<file path="src/core/mpb_map.vh">
// Purpose: Register offsets, field positions, reset values and counts for mpb_pins.
// Assumes: 4-bit register address, 8-bit register data.
// Notes: Definitions only.
`ifndef MPB_MAP_VH
`define MPB_MAP_VH

// Register offsets
`define MPB_A_CTRL 4'h0
`define MPB_A_PA_DATA 4'h1
`define MPB_A_PA_DIR 4'h2
`define MPB_A_PB_DATA 4'h3
`define MPB_A_PC_DATA 4'h4
`define MPB_A_PC_DIR 4'h5
`define MPB_A_PC_LATCH 4'h6
`define MPB_A_STATUS 4'h7
`define MPB_A_OC_EN 4'h8

// Control register fields
`define MPB_CTRL_IRQ_EDGE 0
`define MPB_CTRL_STROBE_OUT_B_EN 1
`define MPB_CTRL_HSHK 2
`define MPB_CTRL_STROBE_IN_A_RISE 3
`define MPB_CTRL_STROBE_OUT_B_HIGH 4
`define MPB_CTRL_PA7_OC1 5

// Status register fields
`define MPB_ST_MODE_LO 0
`define MPB_ST_MODE_HI 1
`define MPB_ST_XMASK 2
`define MPB_ST_IRQ_PEND 3
`define MPB_ST_STROBE_IN_A_FLAG 4
`define MPB_ST_HSHK_BUSY 5

// Reset values
`define MPB_CTRL_RST 8'h00
`define MPB_DATA_RST 8'h00
`define MPB_DIR_RST 8'h00
`define MPB_OC_EN_RST 5'h00

// Mode codes {boot_select_high, boot_select_low}
`define MPB_MODE_SINGLE 2'b10
`define MPB_MODE_EXP 2'b11
`define MPB_MODE_BOOT 2'b00
`define MPB_MODE_TEST 2'b01

// Timing counts in oscillator cycles
`define MPB_E_DIV 4
`define MPB_STROBE_OUT_B_CYC 3'h4
`define MPB_RST_DRIVE_CYC 8'h10

`endif

</file>
<file path="src/core/mpb_sync.v">
// Purpose: Two-flop synchroniser for a vector of pin inputs.
// Assumes: Single clock mclk, clock enable ce, synchronous active-high reset.
// Notes: The first stage feeds only the second.
`default_nettype none

module mpb_sync #(
  parameter W = 8,
  parameter [W-1:0] RST_VAL = {W{1'b0}}
) (
  input wire mclk,
  input wire ce,
  input wire rst,
  input wire [W-1:0] d,
  output reg [W-1:0] q
);

  reg [W-1:0] meta_reg;

  always @(posedge mclk) begin
    if (rst) begin
      meta_reg <= RST_VAL;
      q <= RST_VAL;
    end else if (ce) begin
      meta_reg <= d;
      q <= meta_reg;
    end
  end

endmodule

`default_nettype wire

</file>
<file path="src/core/mpb_pins.v">
// Purpose: Pin-level logic of an 8-bit controller: modes, bus clock, interrupts, ports A-C.
// Assumes: mclk is the oscillator input; CPU and timer sit on the same clock.
// Notes: Ports D and E are outside this block.
//
// Overview of operation
// - Reset pin initialises the device; driven low open-drain on monitor or watchdog failure.
// - Bus-phase clock output runs at one quarter of the oscillator frequency.
// - Bus-phase clock low means internal processing; high means data access.
// - Bus-phase clock stops toggling in stop mode.
// - Maskable interrupt edge or level selectable; level selected at every reset.
// - Non-maskable input is level sensitive; reset sets its mask until software clears.
// - Mode pins sampled during reset select one of four operating modes.
// - After mode latch, instruction start flag pulls low during opcode fetch cycle.
// - Expanded mode: transfer direction low for writes, high for reads.
// - Transfer direction stays low across back-to-back write cycles.
// - Single-chip: strobe A is edge-detecting input, strobe B programmable strobe output.
// - Expanded mode: address latch pulse output separates low address from data.
// - Ports A, D, E keep their function in every mode.
// - Port A gives three captures, four compares, plus accumulator or fifth compare.
// - Port A pins not used by the timer are general-purpose lines.
// - Single-chip port B is output only; reads return pin-side levels.
// - Simple strobed mode pulses strobe B on each port B write.
// - Expanded mode: address bits 8 to 15 on port B every bus cycle.
// - Single-chip port C general I/O, latched on strobe A edge, full handshake.
// - Expanded mode: port C carries low address, then data while clock high.
// - Expanded mode: address, direction, strobe driven on every cycle, internal ones too.
`include "mpb_map.vh"
`default_nettype none

module mpb_pins (
  input wire mclk,
  input wire ce,
  input wire rst,
  input wire [3:0] reg_addr,
  input wire [7:0] reg_wdata,
  input wire reg_wr,
  input wire reg_rd,
  output reg [7:0] reg_rdata,
  input wire clock_monitor_fail,
  input wire watchdog_fail,
  input wire reset_n_in,
  output reg reset_n_out,
  output reg reset_n_oe,
  output reg core_reset,
  input wire stop_mode,
  input wire [15:0] cpu_bus_addr,
  input wire [7:0] cpu_bus_wdata,
  input wire cpu_bus_wr,
  input wire cpu_opfetch,
  output reg cpu_cycle_start,
  output reg cpu_bus_done,
  output reg [7:0] cpu_bus_rdata,
  output reg e_clock,
  input wire irq_n,
  input wire irq_ack,
  output reg irq_request,
  input wire nonmaskable_interrupt_in,
  input wire xmask_clear,
  output reg nonmaskable_interrupt_in_request,
  input wire boot_select_high,
  input wire boot_select_low,
  output reg [1:0] op_mode,
  output reg instruction_start_flag_out,
  output reg instruction_start_flag_oe,
  input wire strobe_in_a,
  output reg address_latch_pulse,
  output reg address_latch_pulse_oe,
  output reg strobe_out_b,
  input wire [7:0] port_a_in,
  output reg [7:0] port_a_out,
  output reg [7:0] port_a_oe,
  input wire [4:0] timer_oc,
  output reg [2:0] input_capture,
  output reg pulse_accumulator_in,
  input wire [7:0] port_b_in,
  output reg [7:0] port_b_out,
  input wire [7:0] port_c_in,
  output reg [7:0] port_c_out,
  output reg [7:0] port_c_oe
);

  function is_exp;
    input [1:0] m;
    begin
      is_exp = (m == `MPB_MODE_EXP) || (m == `MPB_MODE_TEST);
    end
  endfunction

  // Pin inputs, idle levels high where the pin is pulled up
  wire [27:0] pins_s;
  wire [1:0] boot_s;
  mpb_sync #(.W(28), .RST_VAL(28'h000_000f)) u_sync (
    .mclk(mclk),
    .ce(ce),
    .rst(rst),
    .d({port_c_in, port_b_in, port_a_in, strobe_in_a, nonmaskable_interrupt_in, irq_n, reset_n_in}),
    .q(pins_s)
  );
  // Mode pins never reset, else reset would latch the reset value instead of the pins
  mpb_sync #(.W(2), .RST_VAL(2'b00)) u_mode_sync (
    .mclk(mclk),
    .ce(ce),
    .rst(1'b0),
    .d({boot_select_high, boot_select_low}),
    .q(boot_s)
  );
  wire rstpin_s = pins_s[0];
  wire irq_s = pins_s[1];
  wire nonmaskable_interrupt_in_s = pins_s[2];
  wire strobe_in_a_s = pins_s[3];
  wire [7:0] pa_s = pins_s[11:4];
  wire [7:0] pb_s = pins_s[19:12];
  wire [7:0] pc_s = pins_s[27:20];

  wire crst = rst | ~rstpin_s;

  reg [7:0] ctrl_reg, pa_data_reg, pa_dir_reg, pb_data_reg, pc_data_reg, pc_dir_reg, pc_latch_reg;
  reg [4:0] oc_en_reg;
  reg [1:0] mode_reg;
  reg mode_ok_reg, xmask_reg, irq_pend_reg, irq_prev_reg, strobe_in_a_prev_reg, strobe_in_a_flag_reg, hshk_busy_reg;
  reg [7:0] drive_cnt_reg;
  reg [2:0] strobe_out_b_cnt_reg;
  reg [1:0] ph_reg;
  reg [15:0] cyc_addr_reg;
  reg [7:0] cyc_wdata_reg;
  reg cyc_wr_reg, cyc_fetch_reg, rd_pend_reg, rd_cap_reg;

  wire exp = is_exp(mode_reg);
  wire wr_hit = reg_wr;
  wire rd_status = reg_rd && (reg_addr == `MPB_A_STATUS);
  wire rd_latch = reg_rd && (reg_addr == `MPB_A_PC_LATCH);
  wire wr_pb = wr_hit && (reg_addr == `MPB_A_PB_DATA);

  // Bus-phase clock
  // Stop parks the phase at the end of a cycle so the restart is a whole cycle
  wire [1:0] ph_next = (stop_mode && ph_reg == 2'd3) ? ph_reg : ph_reg + 2'd1;
  wire start = ~stop_mode && (ph_next == 2'd0);
  wire [15:0] cyc_addr_next = start ? cpu_bus_addr : cyc_addr_reg;
  wire [7:0] cyc_wdata_next = start ? cpu_bus_wdata : cyc_wdata_reg;
  wire cyc_wr_next = start ? cpu_bus_wr : cyc_wr_reg;
  wire cyc_fetch_next = start ? cpu_opfetch : cyc_fetch_reg;

  // Strobe A edge, programmable polarity
  wire strobe_in_a_edge = ctrl_reg[`MPB_CTRL_STROBE_IN_A_RISE] ? (strobe_in_a_s & ~strobe_in_a_prev_reg) : (~strobe_in_a_s & strobe_in_a_prev_reg);
  wire irq_fall = irq_prev_reg & ~irq_s;

  always @(posedge mclk) begin
    if (rst) begin
      drive_cnt_reg <= 8'h00;
      reset_n_oe <= 1'b0;
      reset_n_out <= 1'b0;
      core_reset <= 1'b1;
    end else if (ce) begin
      // Counter resets on rst only, so our own pull does not cancel itself
      if (clock_monitor_fail || watchdog_fail)
        drive_cnt_reg <= `MPB_RST_DRIVE_CYC;
      else if (drive_cnt_reg != 8'h00)
        drive_cnt_reg <= drive_cnt_reg - 8'h01;
      reset_n_oe <= clock_monitor_fail | watchdog_fail | (drive_cnt_reg > 8'h01);
      reset_n_out <= 1'b0;
      core_reset <= crst;
    end
  end

  // Mode latch and interrupt state
  always @(posedge mclk) begin
    if (ce) begin
      if (crst) begin
        mode_reg <= boot_s;
        mode_ok_reg <= 1'b0;
        xmask_reg <= 1'b1;
        irq_pend_reg <= 1'b0;
        irq_prev_reg <= 1'b1;
      end else begin
        mode_ok_reg <= 1'b1;
        if (xmask_clear)
          xmask_reg <= 1'b0;
        irq_prev_reg <= irq_s;
        if (irq_fall)
          irq_pend_reg <= 1'b1;
        else if (irq_ack)
          irq_pend_reg <= 1'b0;
      end
    end
  end

  always @(posedge mclk) begin
    if (ce) begin
      if (crst) begin
        irq_request <= 1'b0;
        nonmaskable_interrupt_in_request <= 1'b0;
        op_mode <= `MPB_MODE_SINGLE;
      end else begin
        irq_request <= ctrl_reg[`MPB_CTRL_IRQ_EDGE] ? irq_pend_reg : ~irq_s;
        nonmaskable_interrupt_in_request <= ~nonmaskable_interrupt_in_s & ~xmask_reg;
        op_mode <= mode_reg;
      end
    end
  end

  // Software registers
  always @(posedge mclk) begin
    if (ce) begin
      if (crst) begin
        ctrl_reg <= `MPB_CTRL_RST;
        pa_data_reg <= `MPB_DATA_RST;
        pa_dir_reg <= `MPB_DIR_RST;
        pb_data_reg <= `MPB_DATA_RST;
        pc_data_reg <= `MPB_DATA_RST;
        pc_dir_reg <= `MPB_DIR_RST;
        oc_en_reg <= `MPB_OC_EN_RST;
      end else if (wr_hit) begin
        case (reg_addr)
          `MPB_A_CTRL: ctrl_reg <= reg_wdata;
          `MPB_A_PA_DATA: pa_data_reg <= reg_wdata;
          `MPB_A_PA_DIR: pa_dir_reg <= reg_wdata;
          `MPB_A_PB_DATA: pb_data_reg <= reg_wdata;
          `MPB_A_PC_DATA: pc_data_reg <= reg_wdata;
          `MPB_A_PC_DIR: pc_dir_reg <= reg_wdata;
          `MPB_A_OC_EN: oc_en_reg <= reg_wdata[4:0];
          default: ;
        endcase
      end
    end
  end

  // Port C latch and handshake; a new edge wins over a clearing read
  always @(posedge mclk) begin
    if (ce) begin
      if (crst) begin
        pc_latch_reg <= `MPB_DATA_RST;
        strobe_in_a_prev_reg <= 1'b1;
        strobe_in_a_flag_reg <= 1'b0;
        hshk_busy_reg <= 1'b0;
      end else begin
        strobe_in_a_prev_reg <= strobe_in_a_s;
        if (strobe_in_a_edge && !exp) begin
          pc_latch_reg <= pc_s;
          strobe_in_a_flag_reg <= 1'b1;
          hshk_busy_reg <= ctrl_reg[`MPB_CTRL_HSHK];
        end else begin
          if (rd_status)
            strobe_in_a_flag_reg <= 1'b0;
          if (rd_latch)
            hshk_busy_reg <= 1'b0;
        end
      end
    end
  end

  always @(posedge mclk) begin
    if (ce) begin
      if (crst)
        strobe_out_b_cnt_reg <= 3'h0;
      else if (wr_pb && ctrl_reg[`MPB_CTRL_STROBE_OUT_B_EN] && !exp)
        strobe_out_b_cnt_reg <= `MPB_STROBE_OUT_B_CYC;
      else if (strobe_out_b_cnt_reg != 3'h0)
        strobe_out_b_cnt_reg <= strobe_out_b_cnt_reg - 3'h1;
    end
  end

  // Register read, data in the cycle after the strobe
  always @(posedge mclk) begin
    if (ce) begin
      if (crst)
        reg_rdata <= 8'h00;
      else if (reg_rd) begin
        case (reg_addr)
          `MPB_A_CTRL: reg_rdata <= ctrl_reg;
          `MPB_A_PA_DATA: reg_rdata <= pa_s;
          `MPB_A_PA_DIR: reg_rdata <= pa_dir_reg;
          `MPB_A_PB_DATA: reg_rdata <= pb_s;
          `MPB_A_PC_DATA: reg_rdata <= (pc_s & ~pc_dir_reg) | (pc_data_reg & pc_dir_reg);
          `MPB_A_PC_DIR: reg_rdata <= pc_dir_reg;
          `MPB_A_PC_LATCH: reg_rdata <= pc_latch_reg;
          `MPB_A_STATUS: reg_rdata <= {2'b00, hshk_busy_reg, strobe_in_a_flag_reg, irq_pend_reg, xmask_reg, mode_reg};
          `MPB_A_OC_EN: reg_rdata <= {3'b000, oc_en_reg};
          default: reg_rdata <= 8'h00;
        endcase
      end else
        reg_rdata <= 8'h00;
    end
  end

  // Bus cycle sequencing
  always @(posedge mclk) begin
    if (ce) begin
      if (crst) begin
        ph_reg <= 2'd3;
        cyc_addr_reg <= 16'h0000;
        cyc_wdata_reg <= 8'h00;
        cyc_wr_reg <= 1'b0;
        cyc_fetch_reg <= 1'b0;
        rd_pend_reg <= 1'b0;
        rd_cap_reg <= 1'b0;
      end else begin
        ph_reg <= ph_next;
        cyc_addr_reg <= cyc_addr_next;
        cyc_wdata_reg <= cyc_wdata_next;
        cyc_wr_reg <= cyc_wr_next;
        cyc_fetch_reg <= cyc_fetch_next;
        // Pin data is two stages late; catch it at phase 1 of the next cycle
        if (start) begin
          rd_pend_reg <= ~cyc_wr_reg;
          rd_cap_reg <= 1'b0;
        end else
          rd_cap_reg <= rd_pend_reg && (ph_reg == 2'd0) && !stop_mode;
      end
    end
  end

  always @(posedge mclk) begin
    if (ce) begin
      if (crst) begin
        e_clock <= 1'b0;
        cpu_cycle_start <= 1'b0;
        cpu_bus_done <= 1'b0;
        cpu_bus_rdata <= 8'h00;
        instruction_start_flag_out <= 1'b0;
        instruction_start_flag_oe <= 1'b0;
      end else begin
        e_clock <= ~stop_mode & ph_next[1];
        cpu_cycle_start <= start;
        cpu_bus_done <= rd_cap_reg | (start & cyc_wr_reg);
        if (rd_cap_reg)
          cpu_bus_rdata <= pc_s;
        instruction_start_flag_out <= 1'b0;
        instruction_start_flag_oe <= mode_ok_reg & cyc_fetch_next & ~stop_mode;
      end
    end
  end

  // Strobe pins, port B and port C by mode
  always @(posedge mclk) begin
    if (ce) begin
      if (crst) begin
        address_latch_pulse <= 1'b0;
        address_latch_pulse_oe <= 1'b0;
        strobe_out_b <= 1'b1;
        port_b_out <= 8'h00;
        port_c_out <= 8'h00;
        port_c_oe <= 8'h00;
      end else if (exp) begin
        // Driven on every cycle whether or not the target is outside
        address_latch_pulse_oe <= 1'b1;
        address_latch_pulse <= ~stop_mode & (ph_next == 2'd0);
        strobe_out_b <= ~cyc_wr_next;
        port_b_out <= cyc_addr_next[15:8];
        if (!ph_next[1] || stop_mode) begin
          port_c_out <= cyc_addr_next[7:0];
          port_c_oe <= 8'hff;
        end else begin
          port_c_out <= cyc_wdata_next;
          port_c_oe <= {8{cyc_wr_next}};
        end
      end else begin
        address_latch_pulse <= 1'b0;
        address_latch_pulse_oe <= 1'b0;
        if (ctrl_reg[`MPB_CTRL_HSHK])
          strobe_out_b <= hshk_busy_reg ~^ ctrl_reg[`MPB_CTRL_STROBE_OUT_B_HIGH];
        else
          strobe_out_b <= (strobe_out_b_cnt_reg != 3'h0) ~^ ctrl_reg[`MPB_CTRL_STROBE_OUT_B_HIGH];
        port_b_out <= pb_data_reg;
        port_c_out <= pc_data_reg;
        port_c_oe <= pc_dir_reg;
      end
    end
  end

  // Port A is the same in every mode
  genvar i;
  generate
    for (i = 0; i < 8; i = i + 1) begin : g_pa
      wire oc_sel;
      wire oc_val;
      if (i >= 3) begin : g_oc
        assign oc_sel = (i < 7) ? oc_en_reg[7-i] : ctrl_reg[`MPB_CTRL_PA7_OC1];
        assign oc_val = timer_oc[7-i];
      end else begin : g_ic
        assign oc_sel = 1'b0;
        assign oc_val = 1'b0;
      end
      always @(posedge mclk) begin
        if (ce) begin
          if (crst) begin
            port_a_out[i] <= 1'b0;
            port_a_oe[i] <= 1'b0;
          end else if (oc_sel) begin
            port_a_out[i] <= oc_val;
            port_a_oe[i] <= 1'b1;
          end else begin
            port_a_out[i] <= pa_data_reg[i];
            port_a_oe[i] <= pa_dir_reg[i];
          end
        end
      end
    end
  endgenerate

  always @(posedge mclk) begin
    if (ce) begin
      if (crst) begin
        input_capture <= 3'b000;
        pulse_accumulator_in <= 1'b0;
      end else begin
        input_capture <= {pa_s[2], pa_s[1], pa_s[0]};
        pulse_accumulator_in <= pa_s[7] & ~ctrl_reg[`MPB_CTRL_PA7_OC1];
      end
    end
  end

endmodule

`default_nettype wire

</file>
<file path="config.mk">
export PLATFORM = sky130hd
export DESIGN_NAME = mpb_pins
export DESIGN_NICKNAME = d
export VERILOG_FILES = /design/src/core/mpb_sync.v /design/src/core/mpb_pins.v
export VERILOG_INCLUDE_DIRS = /design/src /design/src/core
export SDC_FILE = /design/constraint.sdc
export NUM_CORES = 1
export LEC_CHECK = 0
export BUFFER_PORTS_ARGS = -buffer_cell sky130_fd_sc_hd__buf_4
export CORE_UTILIZATION = 51
export DETAILED_ROUTE_END_ITERATION = 8
export GPL_TIMING_DRIVEN = 0
export MAX_ROUTING_LAYER = met4
export PLACE_DENSITY = 0.85
export SYNTH_ARGS = -nofsm -noshare
export SYNTH_HDL_FRONTEND = slang
export SYNTH_SLANG_ARGS = --single-unit
</file>
<file path="constraint.sdc">
create_clock -name mclk -period 2.1 [get_ports mclk]
set_input_delay 0 -clock mclk [delete_from_list [all_inputs] [get_ports mclk]]
set_output_delay 0 -clock mclk [all_outputs]
set_load 0.02 [all_outputs]
</file>
* Yosys cells after proc, flatten, opt, wreduce, memory -nomap -nowiden
Index checks and enable logic that the tools add are counted.
** Word-level totals
- Memory bits (read-only) :: 0
- Input port bits :: 83
- Register bits after elaboration :: 244
- Memories kept :: 0
- Memory bits (writable) :: 0
- Bits in latches :: 0
** Cells by class
- Bitwise gates (word level) :: 32
- Reduce and logical (&&, ||, !) cells :: 59
- Magnitude comparators :: 1
- $add $sub $neg :: 3
- Shift-type cells :: 0
- Equal/unequal tests :: 11
- Divide/modulo/power cells :: 0
- $mul :: 0
- Multiplexer cells :: 55
** Operators by type and width (number)
- 2-to-1 mux 8 bit :: 22
- case mux 8 bit (9 select lines) :: 1
- 2-to-1 mux 1 bit :: 26
- nonzero test 2 bit :: 13
- AND reduction 3 bit :: 7
- AND reduction 2 bit :: 10
- AND 8 bit :: 2
- == test 4 x 3 -> 1 bit, second input constant :: 4
- 2-to-1 mux 16 bit :: 1
- nonzero test 3 bit :: 5
- NOT 1 bit :: 12
- AND 1 bit :: 10
- logical AND 1 bit :: 10
- 2-to-1 mux 5 bit :: 2
- == test 4 x 2 -> 1 bit, second input constant :: 2
- greater-than comparator 8 x 1 -> 1 bit, second input constant :: 1
- NOT 8 bit :: 1
- bitwise OR 8 bit :: 1
- nonzero test 8 bit :: 1
- OR reduction 2 bit :: 4
- subtractor 8 x 1 -> 8 bit, second input constant :: 1
- 2-to-1 mux 3 bit :: 2
- == test 2 bit, second input constant :: 2
- == test 4 x 1 -> 1 bit, second input constant :: 1
- other kinds (11) :: 20

* Longest topological paths before layout
- Depth after elaboration :: 8
- Depth in mapped cells :: 8

* Hierarchy
A second synthesis with hierarchy kept.
** Unflattened totals
- Cells, all modules :: 825
- Area total of the unflattened synthesis :: 10357.4 um^2
** By module, submodules not included
- mpb_pins :: seq. area each 5425.2 um^2, cells an instance 631, area an instance 8164.1 um^2, instances 1
- mpb_sync (u_sync) :: seq. area each 1121.1 um^2, cells an instance 181, area an instance 2053.2 um^2, instances 1
- mpb_sync (u_mode_sync) :: seq. area each 80.1 um^2, cells an instance 13, area an instance 140.1 um^2, instances 1

* Worst setup path before layout
No wires, ideal clock.
- Kind :: register to register
- From :: register ph_reg[0]
- To :: register rd_pend_reg (enable)
- Cell stages (with the launch flop) :: 8
- Clock period less this slack :: 2.171 ns
- Required time :: 1.796 ns
- Setup slack :: -0.071 ns
- Data arrival time :: 1.867 ns
- Path buffers :: 3
- Cell sequence :: edfxtp_1 inv_1 ha_1 or3b_2 buf_2 buf_4 buf_2 a21oi_1
** On the way
- Longest elaborated chain between the ends :: 7
- Elaborated cells between the ends (all ways) :: 8
** RTL lines
- from (decl) :: RTL line mpb_pins.v:123 : reg [1:0] ph_reg;
- from (signal assigned) :: RTL line mpb_pins.v:297 : ph_reg <= ph_next;
- branches (longest 2 deep; another with adder 2 x 1 -> 2 bit)
- 2-to-1 mux 2 bit * :: RTL line mpb_pins.v:136 : wire [1:0] ph_next = (stop_mode && ph_reg == 2'd3) ? ph_reg : ph_reg + 2'd1;
- zero test 2 bit * :: RTL line mpb_pins.v:137 : wire start = ~stop_mode && (ph_next == 2'd0);
- logical AND 1 bit * :: RTL line mpb_pins.v:137
- nonzero test 2 bit (no line) *
- AND reduction 2 bit (no line) *
- to (signal assigned) :: RTL line mpb_pins.v:304 : rd_pend_reg <= ~cyc_wr_reg;
- to (decl) :: RTL line mpb_pins.v:126 : reg cyc_wr_reg, cyc_fetch_reg, rd_pend_reg, rd_cap_reg;
Every way passes the cells marked *.
A chain may end at the register's enable or synchronous reset.

* Worst setup path in the final report
- From :: register u_sync.q[0]
- To :: register pa_dir_reg[6] (enable)
** On the way
- Longest elaborated chain between the ends :: 4
- Elaborated cells between the ends (all ways) :: 5
** RTL lines
- from (decl) :: RTL line mpb_sync.v:14 : output reg [W-1:0] q
- from (signal assigned) :: RTL line mpb_sync.v:25 : q <= meta_reg;
- NOT 1 bit * :: RTL line mpb_pins.v:115 : wire crst = rst | ~rstpin_s;
- bitwise OR 1 bit * :: RTL line mpb_pins.v:115
- nonzero test 2 bit (no line)
- AND reduction 3 bit (no line) *
- to (signal assigned) :: RTL line mpb_pins.v:207 : pa_dir_reg <= `MPB_DIR_RST;
- to (signal assigned) :: RTL line mpb_pins.v:216 : `MPB_A_PA_DIR: pa_dir_reg <= reg_wdata;
- to (decl) :: RTL line mpb_pins.v:117 : reg [7:0] ctrl_reg, pa_data_reg, pa_dir_reg, pb_data_reg, pc_data_reg, pc_dir_reg, pc_latch_reg;
Every way passes the cells marked *; elsewhere a longest branch is shown, timed or not.

==> results.sh <==
export IMPL_grt_total_usage_pct=28.6
export IMPL_syn_inst=818
export IMPL_timing_fmax_mhz=473
export IMPL_clk_pin_slew_ps=60
export IMPL_violations="negative setup slack"
export IMPL_worstPathRequired_ps=2250
export IMPL_gp_congestion=0.969
export IMPL_htreeDepth=1
export IMPL_cp_common_cell="buf_2"
export IMPL_maxCapViolCount=0
export IMPL_reg2reg_depth=5
export IMPL_worst_hold_startpoint="reg_wr"
export IMPL_ir_drop_mv=0.518
export IMPL_crit_fanout=10
export IMPL_syn_to_final_growth_pct=32.7
export IMPL_ant_nets=0
export IMPL_multi_input_area_um2=3420
export IMPL_worst_slack_ps=-13.4
export IMPL_power_leakage_nw=5.35
export IMPL_cts_root_buffer="clkbuf_16"
export IMPL_placed_cells=1237
export IMPL_rows=51
export IMPL_grt_max_degree=101
export IMPL_finalCritPeriodShare_pct=101
export IMPL_crit_path_start_kind="flop"
export IMPL_status="finished, violations left"
export IMPL_drt_pre_antenna_iters=5
export IMPL_cts_sinks=244
export IMPL_reg2reg_slack_ps=-10
export IMPL_p_per_area_nw_per_um2=840
export IMPL_synth_avg_cell_area_um2=12.5
export IMPL_io_buffers=153
export IMPL_clk_path_buf_depth=3
export IMPL_overflow=0
export IMPL_grt_pass1_wl_um=42400
export IMPL_critPathCaptureType="flop"
export IMPL_cp_data_arrival_time_ps=2260
export IMPL_hold_end="oc_en_reg[2]"
export IMPL_cp_cell_sequence="nor2b_1, buf_2, clkbuf_2, buf_2, a21oi_2"
export IMPL_first_global_vias=7789
export IMPL_drive_above_1_share_pct=25.8
export IMPL_cp_slowest_cell="a21oi_2"
export IMPL_drt_iter0_markers=854
export IMPL_hold_class="in2reg"
export IMPL_slowest_delay_ps=490
export IMPL_synth_flop_cell="edfxtp_1"
export IMPL_dp_hpwl_um=18500
export IMPL_design_die_area_um2=20600
export IMPL_synth_edf_count=178
export IMPL_cts_made_buffers=25
export IMPL_routedWlPerCell_um=20.8
export IMPL_critical_path_class="reg2reg"
export IMPL_synth_yosys_seq_area_share_pct=65.4
export IMPL_antenna_found_initial=0
export IMPL_yosys_register_bits=244
export IMPL_seq_area_um2=6670
export IMPL_via_count=7808
export IMPL_final_common_cell="edfxtp_1"
export IMPL_die_h_um=143
export IMPL_total_power_mw=11.4
export IMPL_reg2reg_from="u_sync.q[0]"
export IMPL_insertion_delay_ps=530
export IMPL_yosysWarningCount=0
export IMPL_netlist_area_um2=10200
export IMPL_hold_viol=0
export IMPL_fin_crit_ps=2110
export IMPL_tritoncts="done"
export IMPL_reg2reg_to="pa_dir_reg[6]"
export IMPL_fillers=1369
export IMPL_maxSlewViolCount=0
export IMPL_num_antenna_cells=0
export IMPL_initial_core_util_pct=52.2
export IMPL_die_x_um=143
export IMPL_viasPerCell=5.72
export IMPL_slew_headroom_pct=40.6
export IMPL_nets=1170
export IMPL_fin_setup_tns_ps=-76.3
export IMPL_drcViolationCount=0
export IMPL_whs_path_depth=3
export IMPL_synth_cell_types=56
export IMPL_setup_violations_final=8
export IMPL_most_common_layout_cells="178 x edfxtp_1, 161 x buf_4, 108 x nor2_1"
export IMPL_wirelength_um=28400
export IMPL_rsz0062_at_grt="true"
export IMPL_fin_cells=1364
export IMPL_async_flop_share_pct=0
export IMPL_max_slew_worst_pin_slew_ps=891
export IMPL_core_um2=19500
export IMPL_io_pins=158
export IMPL_finalClockSkew_ps=17.5
[worst max path at each step]
stage | from | to | slack (ps) | depth (start not counted)
2_1_floorplan | ph_reg[0] | rd_pend_reg | 30 | 7
3_3_place_gp | ce | pc_latch_reg[6] | -930 | 6
3_5_place_dp | ce | pc_latch_reg[6] | -960 | 6
4_1_cts | ph_reg[0] | port_c_out[4] | 5 | 8
5_1_grt | u_sync.q[0] | pa_dir_reg[6] | -50 | 5
6_report | u_sync.q[0] | pa_dir_reg[6] | -10 | 5
[timing repair]
item / 4_1_cts / 5_1_grt
resized for setup: 38 / 21
cloned: 0 / 1
hold buffers: 69 / 5
pin swaps: 1 / 1
endpoints found under the hold margin: 193 / 52
buffers inserted: 5 / 2
setup endpoints to repair: 141 / 75
[power by group]
| part | switching, mW | internal (mW) | total, mW | leakage (nW) |
|---|---|---|---|---|
| clock | 1.79 | 2.36 | 4.15 | 0.371 |
| combinational | 0.836 | 0.672 | 1.51 | 2.67 |
| sequential | 0.184 | 5.51 | 5.69 | 2.32 |
| total | 2.81 | 8.54 | 11.4 | 5.35 |
[cell usage after synthesis, types with 3 or more instances]
cell type,count,area (um^2)
a211oi_1,10,75.1
and3b_1,3,26.3
nor3_1,5,25.0
nor4_1,3,18.8
ha_1,7,87.6
edfxtp_1,178,5350
a211o_1,8,70.1
nor2b_1,13,81.3
and3_1,3,18.8
buf_4,3,22.5
a22o_1,3,26.3
inv_1,10,37.5
xnor2_1,5,43.8
a31oi_1,16,100
clkbuf_1,32,120
nand3_1,14,70.1
mux2i_1,73,731
o22ai_1,3,18.8
o211ai_1,13,97.6
and2_1,27,169
a31o_2,9,78.8
dfxtp_1,66,1320
buf_2,14,70.1
nand2b_1,12,75.1
nor2_1,109,409
nand3b_1,3,22.5
a21oi_1,45,225
or4_1,3,22.5
nand2_1,58,218
a21boi_1,3,22.5
buf_1,6,22.5
o21ai_0,17,85.1
mux2_2,11,124
a32oi_1,3,26.3
or3b_2,3,26.3
o31ai_1,3,22.5
[worst max-delay path: cells and delay by family, from the launching register on]
kind / cells / cell delay, ps
AO/OA/AOI/OAI: 1 / 490
flip-flops: 1 / 320
buffers and inverters: 3 / 810
AND/OR/NAND/NOR: 1 / 120
[metrics by stage]
| step | instance area (um^2) | util (%) | hold slack, ps | worst slack (ps) |
|---|---|---|---|---|
| 6_report | 13500 | 69.3 | 21.1 | -13.4 |
| 5_1_grt | 13500 | 69.3 | 27.5 | -54.9 |
| 4_1_cts | 13300 | 68.4 | -57.1 | 4.52 |
| 3_5_place_dp | 11700 | 59.9 | 191 | -964 |
| 3_3_place_gp | 11700 | 59.9 | 190 | -934 |
| 2_1_floorplan | 10200 | - | 98.9 | 30.3 |
[layer usage]
layer  part of all wire [%]  track usage, %  up-vias
met2                     49            47.3      469
met3                    8.6            4.13       93
li1                       -               -     3505
met5                      0               -        -
met4                    3.9            12.5        0
met1                     39            35.1     3741
[cell type report]
type | count | area share, %
Tap cell | 265 | 2.45
Timing Repair Buffer | 235 | 14.9
Buffer | 55 | 2.13
Sequential cell | 244 | 49.3
Inverter | 12 | 0.333
Multi-Input combinational cell | 507 | 25.3
Clock buffer | 41 | 5.37
Clock inverter | 5 | 0.241
[logic make-up after synthesis]
family | Yosys count | synth area share [%]
and+or+nand+nor | 268 | 12.8
DFF | 244 | 65.4
AOI/OAI and AO/OA | 139 | 8.78
muxes | 86 | 8.83
buffers and inverters | 68 | 2.86
adders and majority gates | 7 | 0.859
xor gates and xnor gates | 5 | 0.430
other | 1 | 0.0368
(Power assumes the default switching activity.)
